## config.mk

```make
export PLATFORM = sky130hd
export DESIGN_NAME = fvs_status_one
export DESIGN_NICKNAME = d
export VERILOG_FILES = /design/src/fvs_pkg.sv /design/src/fvs_status_one.sv
export VERILOG_INCLUDE_DIRS = /design/src
export SDC_FILE = /design/constraint.sdc
export NUM_CORES = 1
export LEC_CHECK = 0
export ABC_CLOCK_PERIOD_IN_PS = 2750
export BUFFER_PORTS_ARGS = -buffer_cell sky130_fd_sc_hd__buf_4
export CAP_MARGIN = 5
export CORE_UTILIZATION = 55
export CTS_CLUSTER_DIAMETER = 40
export DETAILED_ROUTE_END_ITERATION = 16
export PLACE_DENSITY = 0.83
export SYNTH_ARGS = -nofsm -noshare
export SYNTH_HDL_FRONTEND = slang
export SYNTH_SLANG_ARGS = --single-unit
```

## constraint.sdc

```tcl
create_clock -name sys_clk -period 2.75 [get_ports sys_clk]
set_input_delay 0.275 -clock sys_clk [delete_from_list [all_inputs] [get_ports sys_clk]]
set_output_delay 0.275 -clock sys_clk [all_outputs]
set_load 0.02 [all_outputs]
```

## src/fvs_cfg.svh

```systemverilog
// fvs_cfg.svh - opcodes, field positions and reset values of volatile status one
`ifndef FVS_CFG_SVH
`define FVS_CFG_SVH

`define FVS_ADDR_W          24
`define FVS_OP_SET_WRITE_LATCH_CMD         8'h06
`define FVS_OP_CLEAR_WRITE_LATCH_CMD         8'h04
`define FVS_OP_CLEAR_STATUS_CMD_A       8'h30
`define FVS_OP_CLEAR_STATUS_CMD_B       8'h82
`define FVS_OP_READ_ANY_REGISTER_CMD         8'h65
`define FVS_OP_READ_STATUS_ONE_CMD        8'h05
`define FVS_OP_READ_STATUS_TWO_CMD        8'h07
`define FVS_OP_WRR          8'h01
`define FVS_OP_PP           8'h02
`define FVS_OP_SE           8'hd8
`define FVS_OP_BE           8'h60
`define FVS_OP_ERASE_PAUSE_CMD         8'h75
`define FVS_OP_PROGRAM_PAUSE_CMD         8'h85
`define FVS_OP_SRST         8'hf0
`define FVS_BIT_LOCK        7
`define FVS_BIT_PERR        6
`define FVS_BIT_EERR        5
`define FVS_BP_HI           4
`define FVS_BP_LO           2
`define FVS_BIT_WEL         1
`define FVS_BIT_BUSY        0
`define FVS_CFG_BP_SRC      3
`define FVS_RST_BP          3'h0
`define FVS_RST_BYTE        8'h00

`endif

```

## src/fvs_pkg.sv

```systemverilog
// fvs_pkg.sv - types shared by the volatile status one block
`include "fvs_cfg.svh"
package fvs_pkg;

  typedef enum logic [3:0] {
    FVS_PH_IDLE  = 4'b0001,
    FVS_PH_ARRAY = 4'b0010,
    FVS_PH_NVWR  = 4'b0100,
    FVS_PH_FAULT = 4'b1000
  } fvs_phase_e;

  typedef enum logic [1:0] {
    FVS_OP_PROG  = 2'h0,
    FVS_OP_ERASE = 2'h1,
    FVS_OP_BULK  = 2'h2
  } fvs_op_e;

  typedef struct packed {
    logic                   start;
    fvs_op_e                kind;
    logic [`FVS_ADDR_W-1:0] addr;
    logic                   pause_erase;
    logic                   pause_prog;
  } fvs_engine_req_s;

  typedef struct packed {
    logic done;
    logic fail;
    logic protect_hit;
  } fvs_engine_rsp_s;

  typedef struct packed {
    logic                   sck_m, sck_q, sck_p;
    logic                   cs_m, cs_q, cs_p;
    logic                   si_m, si_q;
    logic [2:0]             bit_cnt;
    logic [2:0]             byte_cnt;
    logic [7:0]             shreg;
    logic [7:0]             opcode;
    logic [7:0]             data;
    logic [`FVS_ADDR_W-1:0] addr;
    logic [7:0]             out_sh;
    logic                   rd_on;
    logic                   so;
    logic                   so_oe;
    logic                   load_pend;
    fvs_phase_e             phase;
    logic                   lock_copy;
    logic                   p_err;
    logic                   e_err;
    logic [2:0]             bp;
    logic [2:0]             prot;
    logic                   write_enable_latch;
    fvs_engine_req_s        req;
    logic                   nv_wr_req;
    logic [7:0]             nv_wr_data;
  } fvs_state_s;

endpackage

```

## src/fvs_status_one.sv

```systemverilog
// fvs_status_one.sv - volatile status one register with its serial command front end
`timescale 1ns/10ps
module fvs_status_one
  import fvs_pkg::*;
#(
  parameter int ADDR_BYTES = 3
) (
  input  wire logic                   sys_clk,
  input  wire logic                   reset,
  input  wire logic                   clk_en,
  input  wire logic                   spi_sck,
  input  wire logic                   spi_cs_n,
  input  wire logic                   spi_si,
  output      logic                   spi_so,
  output      logic                   spi_so_oe,
  input  wire logic [7:0]             nonvolatile_status_one,
  input  wire logic [7:0]             nonvolatile_config_one,
  input  wire logic [7:0]             status_two_in,
  input  wire logic                   region_protected,
  output      logic [2:0]             protect_active,
  output      fvs_engine_req_s        engine_req,
  input  wire fvs_engine_rsp_s        engine_rsp,
  output      logic                   nv_wr_req,
  output      logic [7:0]             nv_wr_data,
  input  wire logic                   nv_wr_done,
  output      logic [7:0]             volatile_status_one
);

  // -------------------------------------------------------------------------
  // elaboration checks
  // -------------------------------------------------------------------------
  if (ADDR_BYTES != `FVS_ADDR_W / 8) begin : g_bad_addr
    $error("fvs_status_one: ADDR_BYTES must match the address width");
  end

  localparam logic [2:0] ADDR_LAST = 3'(ADDR_BYTES);

  // -------------------------------------------------------------------------
  // command classes
  // -------------------------------------------------------------------------
  function automatic logic is_clear_status_cmd(input logic [7:0] op);
    is_clear_status_cmd = (op == `FVS_OP_CLEAR_STATUS_CMD_A) || (op == `FVS_OP_CLEAR_STATUS_CMD_B);
  endfunction

  // the short list of opcodes that a busy device still takes
  function automatic logic busy_ok(input logic [7:0] op);
    busy_ok = (op == `FVS_OP_READ_STATUS_ONE_CMD) || (op == `FVS_OP_READ_STATUS_TWO_CMD) || (op == `FVS_OP_READ_ANY_REGISTER_CMD) ||
              (op == `FVS_OP_ERASE_PAUSE_CMD) || (op == `FVS_OP_PROGRAM_PAUSE_CMD) || (op == `FVS_OP_SRST) ||
              is_clear_status_cmd(op);
  endfunction

  function automatic logic [7:0] pack_status(input fvs_state_s st);
    pack_status = {st.lock_copy, st.p_err, st.e_err, st.bp, st.write_enable_latch,
                   st.phase != FVS_PH_IDLE};
  endfunction

  // -------------------------------------------------------------------------
  // state
  // -------------------------------------------------------------------------
  fvs_state_s st_ff;
  fvs_state_s nxt_st;

  logic       sck_rise;
  logic       sck_fall;
  logic       cs_end;
  logic       busy;
  logic       exec_ok;
  logic [7:0] rx_byte;

  always_comb begin
    nxt_st = st_ff;
    rx_byte = {st_ff.shreg[6:0], st_ff.si_q};
    busy = st_ff.phase != FVS_PH_IDLE;
    exec_ok = !busy || busy_ok(st_ff.opcode);

    // synchronisers; only the second stage and later feed edge logic
    nxt_st.sck_m = spi_sck;
    nxt_st.sck_q = st_ff.sck_m;
    nxt_st.sck_p = st_ff.sck_q;
    nxt_st.cs_m = spi_cs_n;
    nxt_st.cs_q = st_ff.cs_m;
    nxt_st.cs_p = st_ff.cs_q;
    nxt_st.si_m = spi_si;
    nxt_st.si_q = st_ff.si_m;
    sck_rise = st_ff.sck_q & ~st_ff.sck_p;
    sck_fall = ~st_ff.sck_q & st_ff.sck_p;
    cs_end = st_ff.cs_q & ~st_ff.cs_p;

    nxt_st.req.start = 1'b0;
    nxt_st.req.pause_erase = 1'b0;
    nxt_st.req.pause_prog = 1'b0;
    nxt_st.nv_wr_req = 1'b0;
    nxt_st.lock_copy = nonvolatile_status_one[`FVS_BIT_LOCK];
    nxt_st.prot = nonvolatile_config_one[`FVS_CFG_BP_SRC] ? st_ff.bp
                : nonvolatile_status_one[`FVS_BP_HI:`FVS_BP_LO];

    // -----------------------------------------------------------------------
    // serial shifter, mode 0: sample on rise, drive on fall
    // -----------------------------------------------------------------------
    if (st_ff.cs_q) begin
      nxt_st.bit_cnt = 3'h0;
      nxt_st.byte_cnt = 3'h0;
      nxt_st.rd_on = 1'b0;
      nxt_st.so_oe = 1'b0;
    end else if (sck_rise) begin
      nxt_st.shreg = rx_byte;
      nxt_st.bit_cnt = st_ff.bit_cnt + 3'h1;
      if (st_ff.bit_cnt == 3'h7) begin
        if (st_ff.byte_cnt != 3'h7) begin
          nxt_st.byte_cnt = st_ff.byte_cnt + 3'h1;
        end
        if (st_ff.byte_cnt == 3'h0) begin
          nxt_st.opcode = rx_byte;
          if (rx_byte == `FVS_OP_READ_STATUS_ONE_CMD) begin
            nxt_st.rd_on = 1'b1;
            nxt_st.out_sh = pack_status(st_ff);
          end else if (rx_byte == `FVS_OP_READ_STATUS_TWO_CMD) begin
            nxt_st.rd_on = 1'b1;
            nxt_st.out_sh = status_two_in;
          end
        end else begin
          nxt_st.data = rx_byte;
          if (st_ff.byte_cnt <= ADDR_LAST) begin
            nxt_st.addr = {st_ff.addr[`FVS_ADDR_W-9:0], rx_byte};
          end
          if (st_ff.opcode == `FVS_OP_READ_ANY_REGISTER_CMD && st_ff.byte_cnt == ADDR_LAST) begin
            nxt_st.rd_on = 1'b1;
          end
          // reads repeat with live status after the first byte
          if (st_ff.opcode == `FVS_OP_READ_STATUS_TWO_CMD) begin
            nxt_st.out_sh = status_two_in;
          end else begin
            nxt_st.out_sh = pack_status(st_ff);
          end
        end
      end
    end else if (sck_fall && st_ff.rd_on) begin
      nxt_st.so = st_ff.out_sh[7];
      nxt_st.out_sh = {st_ff.out_sh[6:0], 1'b0};
      nxt_st.so_oe = 1'b1;
    end

    // -----------------------------------------------------------------------
    // command execution when chip select rises on a byte boundary
    // -----------------------------------------------------------------------
    if (cs_end && st_ff.bit_cnt == 3'h0 && st_ff.byte_cnt != 3'h0 && exec_ok) begin
      case (st_ff.opcode)
        `FVS_OP_SET_WRITE_LATCH_CMD: begin
          nxt_st.write_enable_latch = 1'b1;
        end
        `FVS_OP_CLEAR_WRITE_LATCH_CMD: begin
          nxt_st.write_enable_latch = 1'b0;
        end
        `FVS_OP_CLEAR_STATUS_CMD_A, `FVS_OP_CLEAR_STATUS_CMD_B: begin
          nxt_st.p_err = 1'b0;
          nxt_st.e_err = 1'b0;
          if (st_ff.phase == FVS_PH_FAULT) begin
            nxt_st.phase = FVS_PH_IDLE;
          end
        end
        `FVS_OP_SRST: begin
          nxt_st.load_pend = 1'b1;
        end
        `FVS_OP_WRR: begin
          if (st_ff.write_enable_latch && st_ff.byte_cnt >= 3'h2) begin
            if (nonvolatile_config_one[`FVS_CFG_BP_SRC]) begin
              nxt_st.bp = st_ff.data[`FVS_BP_HI:`FVS_BP_LO];
              nxt_st.write_enable_latch = 1'b0;
            end else begin
              nxt_st.nv_wr_req = 1'b1;
              nxt_st.nv_wr_data = nonvolatile_status_one;
              nxt_st.nv_wr_data[`FVS_BIT_LOCK] = st_ff.data[`FVS_BIT_LOCK];
              nxt_st.nv_wr_data[`FVS_BP_HI:`FVS_BP_LO] = st_ff.data[`FVS_BP_HI:`FVS_BP_LO];
              nxt_st.phase = FVS_PH_NVWR;
            end
          end
        end
        `FVS_OP_PP, `FVS_OP_SE: begin
          if (st_ff.write_enable_latch && st_ff.byte_cnt > ADDR_LAST) begin
            if (region_protected) begin
              if (st_ff.opcode == `FVS_OP_PP) begin
                nxt_st.p_err = 1'b1;
              end else begin
                nxt_st.e_err = 1'b1;
              end
              nxt_st.phase = FVS_PH_FAULT;
            end else begin
              nxt_st.req.start = 1'b1;
              nxt_st.req.kind = (st_ff.opcode == `FVS_OP_PP) ? FVS_OP_PROG : FVS_OP_ERASE;
              nxt_st.req.addr = st_ff.addr;
              nxt_st.phase = FVS_PH_ARRAY;
            end
          end
        end
        `FVS_OP_BE: begin
          if (st_ff.write_enable_latch && st_ff.prot == 3'h0) begin
            nxt_st.req.start = 1'b1;
            nxt_st.req.kind = FVS_OP_BULK;
            nxt_st.phase = FVS_PH_ARRAY;
          end
        end
        `FVS_OP_ERASE_PAUSE_CMD: begin
          if (st_ff.phase == FVS_PH_ARRAY && st_ff.req.kind != FVS_OP_PROG) begin
            nxt_st.req.pause_erase = 1'b1;
          end
        end
        `FVS_OP_PROGRAM_PAUSE_CMD: begin
          if (st_ff.phase == FVS_PH_ARRAY && st_ff.req.kind == FVS_OP_PROG) begin
            nxt_st.req.pause_prog = 1'b1;
          end
        end
        default: begin
        end
      endcase
    end

    // -----------------------------------------------------------------------
    // operation phases; evaluated after commands so a failure beats a clear
    // -----------------------------------------------------------------------
    case (st_ff.phase)
      FVS_PH_ARRAY: begin
        if (engine_rsp.done) begin
          if (!engine_rsp.fail) begin
            nxt_st.phase = FVS_PH_IDLE;
            nxt_st.write_enable_latch = 1'b0;
          end else if (st_ff.req.kind == FVS_OP_BULK && engine_rsp.protect_hit) begin
            nxt_st.phase = FVS_PH_IDLE;
          end else begin
            if (st_ff.req.kind == FVS_OP_PROG) begin
              nxt_st.p_err = 1'b1;
            end else begin
              nxt_st.e_err = 1'b1;
            end
            nxt_st.phase = FVS_PH_FAULT;
          end
        end
      end
      FVS_PH_NVWR: begin
        if (nv_wr_done) begin
          nxt_st.bp = st_ff.nv_wr_data[`FVS_BP_HI:`FVS_BP_LO];
          nxt_st.write_enable_latch = 1'b0;
          nxt_st.phase = FVS_PH_IDLE;
        end
      end
      FVS_PH_IDLE, FVS_PH_FAULT: begin
      end
      default: begin
        nxt_st.phase = FVS_PH_IDLE;
      end
    endcase

    // reload from the non-volatile defaults a cycle after any reset, so the
    // reset branch itself only ever loads constants
    if (st_ff.load_pend) begin
      nxt_st.load_pend = 1'b0;
      nxt_st.p_err = nonvolatile_status_one[`FVS_BIT_PERR];
      nxt_st.e_err = nonvolatile_status_one[`FVS_BIT_EERR];
      nxt_st.bp = nonvolatile_status_one[`FVS_BP_HI:`FVS_BP_LO];
      nxt_st.write_enable_latch = 1'b0;
      nxt_st.phase = FVS_PH_IDLE;
    end
  end

  // -------------------------------------------------------------------------
  // registers
  // -------------------------------------------------------------------------
  always_ff @(posedge sys_clk) begin
    if (reset) begin
      st_ff <= '0;
      st_ff.sck_m <= 1'b0;
      st_ff.cs_m <= 1'b1;
      st_ff.cs_q <= 1'b1;
      st_ff.cs_p <= 1'b1;
      st_ff.load_pend <= 1'b1;
      st_ff.phase <= FVS_PH_IDLE;
      st_ff.bp <= `FVS_RST_BP;
      st_ff.out_sh <= `FVS_RST_BYTE;
      st_ff.write_enable_latch <= 1'b0;
    end else if (clk_en) begin
      st_ff <= nxt_st;
    end
  end

  // -------------------------------------------------------------------------
  // outputs, all from flip-flops except the busy bit of volatile_status_one, decoded from phase
  // -------------------------------------------------------------------------
  assign spi_so = st_ff.so;
  assign spi_so_oe = st_ff.so_oe;
  assign protect_active = st_ff.prot;
  assign engine_req = st_ff.req;
  assign nv_wr_req = st_ff.nv_wr_req;
  assign nv_wr_data = st_ff.nv_wr_data;
  assign volatile_status_one = pack_status(st_ff);

endmodule // fvs_status_one

```

======== Yosys cells after proc, flatten, opt, wreduce, memory -nomap -nowiden ========
Index checks and enable logic that the tools add are counted.
W data, S select, Z words.
cells by class
  add/sub/neg operators ................... 2
  $lt $le $gt $ge ......................... 3
  equality and inequality tests ........... 32
  multiplexer cells ....................... 76
  bitwise gates (word level) .............. 11
  reductions and logical operators ........ 52
operators with widths
  cell                  count
  $mux W27              2
  $mux W54              1
  $mux W9               6
  $mux W49              1
  $eq A8 B3 Y1 const B  6
  $mux W24              2
  $mux W4               10
  $mux W39              1
  $eq A8 B8 Y1 const B  4
  $mux W32              1
  $mux W8               4
  $reduce_and A5 Y1     6
  $mux W3               9
  $eq A8 B7 Y1 const B  3
  $mux W1               22
  $mux W5               4
  $reduce_bool A2 Y1    9
  $pmux W4 S4           1
  $mux W2               6
  $pmux W4 S3           1
  $reduce_and A6 Y1     2
  $logic_and A1 B1 Y1   11
  $logic_not A3 Y1      3
  $reduce_and A3 Y1     3
  33 further kinds      58
storage, ports and cells
  flip-flop bits (word level) ............. 126
  input port bits ......................... 35
  output and inout port bits .............. 51

======== Depth between registers and ports, before layout ========
  depth after elaboration ................. 16
  mapped depth ............................ 10
  depth with buffers taken out ............ 8

======== Worst setup path before layout ========
No wires, ideal clock.
  path kind ............................... register to register
  start ................................... reg st_ff[112] (netlist name)
  end ..................................... reg st_ff, in the netlist engine_req[10]
  arrival time ............................ 2057 ps
  data required time ...................... 2607 ps
  slack ................................... 550 ps
  cell stages (with the launch flop) ...... 11
  buffers on the path ..................... 2
  clock period less this slack ............ 2200 ps
  cells stage by stage .................... dfxtp_1 -> inv_1 -> ha_1 -> nand2b_1 -> nand3_1 -> or3_1 -> buf_2 -> a311o_1 -> buf_2 -> nand2_1 -> a21oi_2
between the ends
  word-level cells in the longest chain between the ends .. 4
ends and longest elaborated chain
  item                                                  line                   text
  start: declaration                                    fvs_status_one.sv:60   fvs_state_s st_ff;
  start signal: assignment                              fvs_status_one.sv:280  st_ff <= nxt_st;
  branches (longest 3 deep; another with $gt A3 B2 Y1)  -
  $reduce_and A5 Y1 (no line) *                         -
Mark *: on every way between the ends.
A chain may end at the register's enable or synchronous reset.

======== Final worst setup path ========
  start ................................... reg st_ff[113] (netlist name)
  end ..................................... reg st_ff, in the netlist nv_wr_data[1]
between the ends
  word-level cells in the longest chain between the ends .. 4
ends and longest elaborated chain
  item
  branches (longest 3 deep; another with $ge A3 B2 Y1)
  $reduce_and A5 Y1 (no line) *
Marked as above.

==> out/metrics.csv <==
stage,metric,value,unit
grt,largest net degree at the start of global routing,77,
clock_network,clk_lat worst skew,520,ps
clock_network,"CTS clk-pin slew, worst paths",60,ps
worst_setup_path,critical path peak fanout,9,
worst_setup_path,required time worst endpoint,3130,ps
worst_setup_path,crit-path cells,"inv_1, ha_1, nand2b_1, nand3_1, or3_1, a311oi_2, buf_4, mux2i_1, nor2_1",
grt,first-pass GRT wire length,23700,um
detailed_routing,Via density,5.73,
die,Die ar.,0.0114,mm2
sta,Setup TNS,0,ps
grt,vias in the first global route,4803,
worst_setup_path,Buf/Inv on CP,2,
die,I/O Pins,86,
cells_and_area,Fillers,851,
die,Die H,107,um
sta,setup ws final,138,ps
die,area of the core,0.0105,mm2
grt,GRT Util Overall,26.4,%
clock_network,# H-tree levels,4,
synth,Syn Nets,768,
detailed_routing,Routed WL,14400,um
die,Die Width,107,um
run,Max-cap violations,0,
cells_and_area,Area Overhead vs Synth,15.7,%
sta,"Hold Violations, Final",0,
synth,predominant post-synthesis flop cell,dfxtp_1,
sta,Max Freq,383,MHz
detailed_routing,Initial DRT Pass Iterations,7,
synth,Post-synth EDFFs,0,
cells_and_area,share of layout cells above drive strength 1,24.3,%
detailed_routing,WL per Instance,16.0,um
power,PwrDens,572,mW/mm2
place,PortBufs,78,
worst_hold_path,HP Class,primary input to register,
sta,RSZ-0062 raised after global routing,false,
clock_network,Post-CTS Resized,0,
worst_setup_path,Crit path largest cell delay,520,ps
die,num rows,37,
status,status,"complete, no violations",
detailed_routing,DRT antenna net count,0,
cells_and_area,Register Area,0.00242,mm2
sta,Finish-stage setup viols,0,
cells_and_area,Ant. Diodes,0,
power,Peak VDD IR,398,uV
cells_and_area,nets,794,
clock_network,CTS tree,done,
worst_setup_path,CP arrival,2990,ps
sta,Tcrit/Tclk final,95.0,%
sta,Slew headroom,52.5,%
cells_and_area,Layout Utilization,66.7,%
worst_setup_path,Top delay family on crit path,simple AND/OR/NAND/NOR gates,
synth,Mapped Cells,725,
clock_network,clk root buf,clkbuf_8,
cells_and_area,multi-input logic area,0.00301,mm2
sta,worst hold slack,14.8,ps
detailed_routing,total number of vias,5161,
grt,initial antenna violation count,0,
sta,Setup Skew,9.26,ps
synth,Netlist Area Pre-Place,0.00603,mm2
worst_setup_path,Setup crit end kind,register,
die,Starting Density,57.7,%
cells_and_area,"commonest non-fill, non-tap cell in the layout",nand2_1,
power,leak pwr,2.70,nW
cells_and_area,Final Non-Filler Cells,900,
sta,final slew viol count,0,
synth,sequential area share after synthesis,40.1,%
place,DP Wirelength,9640,um
worst_setup_path,CP max-delay cell,or3_1,
synth,Post-synth ARST share,0,%
clock_network,CTS sink cnt,121,
synth,Cell variety after synth,60,
clock_network,Num CTS Buffers,17,
grt,Congestion Overflow GR,0,
worst_setup_path,critical path launch point type,register,
place,dpl ws,228,ps
worst_setup_path,kind of critical path,register to register,
sta,Tightest Pin Transition,710,ps
detailed_routing,Initial DRC Count,508,
clock_network,clock buffer depth,2,
place,dpl cells,862,
cells_and_area,most frequent cells in the layout,"nand2_1 (133), dfxtp_1 (121), buf_4 (92), nor2_1 (66), a21oi_1 (54)",
sta,Final min period,2610,ps
synth,Yosys Warn Count,0,
detailed_routing,drt drc,0,
synth,Synth Register Bits,121,
synth,syn avg cell area,8.32,um2
place,Final GP Congestion,0.899,
[sequential cells by signal, summed over array words and instances, names as in the netlist]
name and count:
nv_wr_data 8, spi_so 1, rx_byte 8, st_ff 58
engine_req 29, protect_active 3, volatile_status_one 7, nxt_st 5
nv_wr_req 1, spi_so_oe 1
[final cells by class]
type | count | area share, %
inverters | 11 | 0.591
flip-flops and latches | 121 | 34.7
well taps | 136 | 2.44
clock inverters | 13 | 1.59
multi-input cells | 500 | 43.2
repair buffers | 100 | 11.3
clock buffers | 19 | 6.18
[synthesized netlist by cell type (6+ instances only)]
library cell | number | area share, %
nor2b_1 | 12 | 1.2
a21oi_1 | 54 | 4.5
nor3_1 | 7 | 0.58
nand2b_1 | 7 | 0.73
clkbuf_1 | 32 | 2.0
buf_4 | 49 | 6.1
nand2_1 | 133 | 8.3
inv_1 | 11 | 0.68
nor2_1 | 66 | 4.1
ha_1 | 8 | 1.7
and2_1 | 6 | 0.62
a21oi_2 | 21 | 3.0
a311oi_1 | 8 | 1.2
mux2_2 | 7 | 1.3
buf_2 | 6 | 0.50
dfxtp_1 | 121 | 40
mux2i_1 | 33 | 5.5
nand2_2 | 20 | 2.1
nand3_1 | 14 | 1.2
o21ai_0 | 10 | 0.83
nand4_1 | 10 | 1.0
[worst register-to-register path: cells and delay by family, from the launching register on]
family / cells / cell delay, ps
simple gates: 4 / 920
flops: 1 / 470
buf+inv: 2 / 350
compound gates: 1 / 310
mux: 1 / 240
fa+ha+maj: 1 / 200
[routing by layer]
layer | vias to the layer above | GRT usage [%] | share of wire, %
met5 | - | 0 | 0
li1 | 2504 | - | -
met3 | 25 | 5.29 | 6.5
met1 | 2435 | 33.5 | 43
met4 | 0 | 10.4 | 1.7
met2 | 197 | 43.9 | 49
[worst paths after layout]
check	startpoint	end	slack, ps	cells after the start
max reg2reg	st_ff[113]$_SDFFE_PP0P_	nv_wr_data[1]$_SDFFE_PP0P_	140	9
min	spi_sck	nxt_st[124]$_SDFFE_PP0P_	10	3
max	st_ff[113]$_SDFFE_PP0P_	nv_wr_data[1]$_SDFFE_PP0P_	140	9
min reg2reg	engine_req[5]$_SDFFE_PP0P_	engine_req[5]$_SDFFE_PP0P_	460	2
[logic make-up (layout without fill, tap and decap cells)]
| group | after synthesis | count (layout) | synth area share, % |
|---|---|---|---|
| xor+xnor | 1 | 1 | 0.145 |
| simple gates | 312 | 312 | 25.0 |
| flops | 121 | 121 | 40.1 |
| fa+ha+maj | 8 | 8 | 1.66 |
| buf+inv | 104 | 143 | 10.0 |
| mux | 41 | 41 | 6.97 |
| compound gates | 138 | 138 | 16.1 |
[stage by stage]
stage          total power [W]  instance area [um2]
2_1_floorplan          0.00195                 6030
3_3_place_gp           0.00200                 6380
3_5_place_dp           0.00201                 6380
4_1_cts                0.00402                 6980
5_1_grt                0.00411                 6980
6_report               0.00399                 6980
[what timing repair did]
item | CTS | global route
hold endpoints to repair | 6 | 0
setup buffers | 0 | 0
hold buffers | 6 | 0
[power by group]
part	switching (W)	internal, W	leakage [nW]	total, W
Combinational	0.000107	0.0000829	1.46	0.000190
Clock	0.000858	0.00115	0.266	0.00201
Sequential	0.0000207	0.00177	0.978	0.00179
Total	0.000986	0.00301	2.70	0.00399
Note: power is estimated with default switching activity, not from simulation.
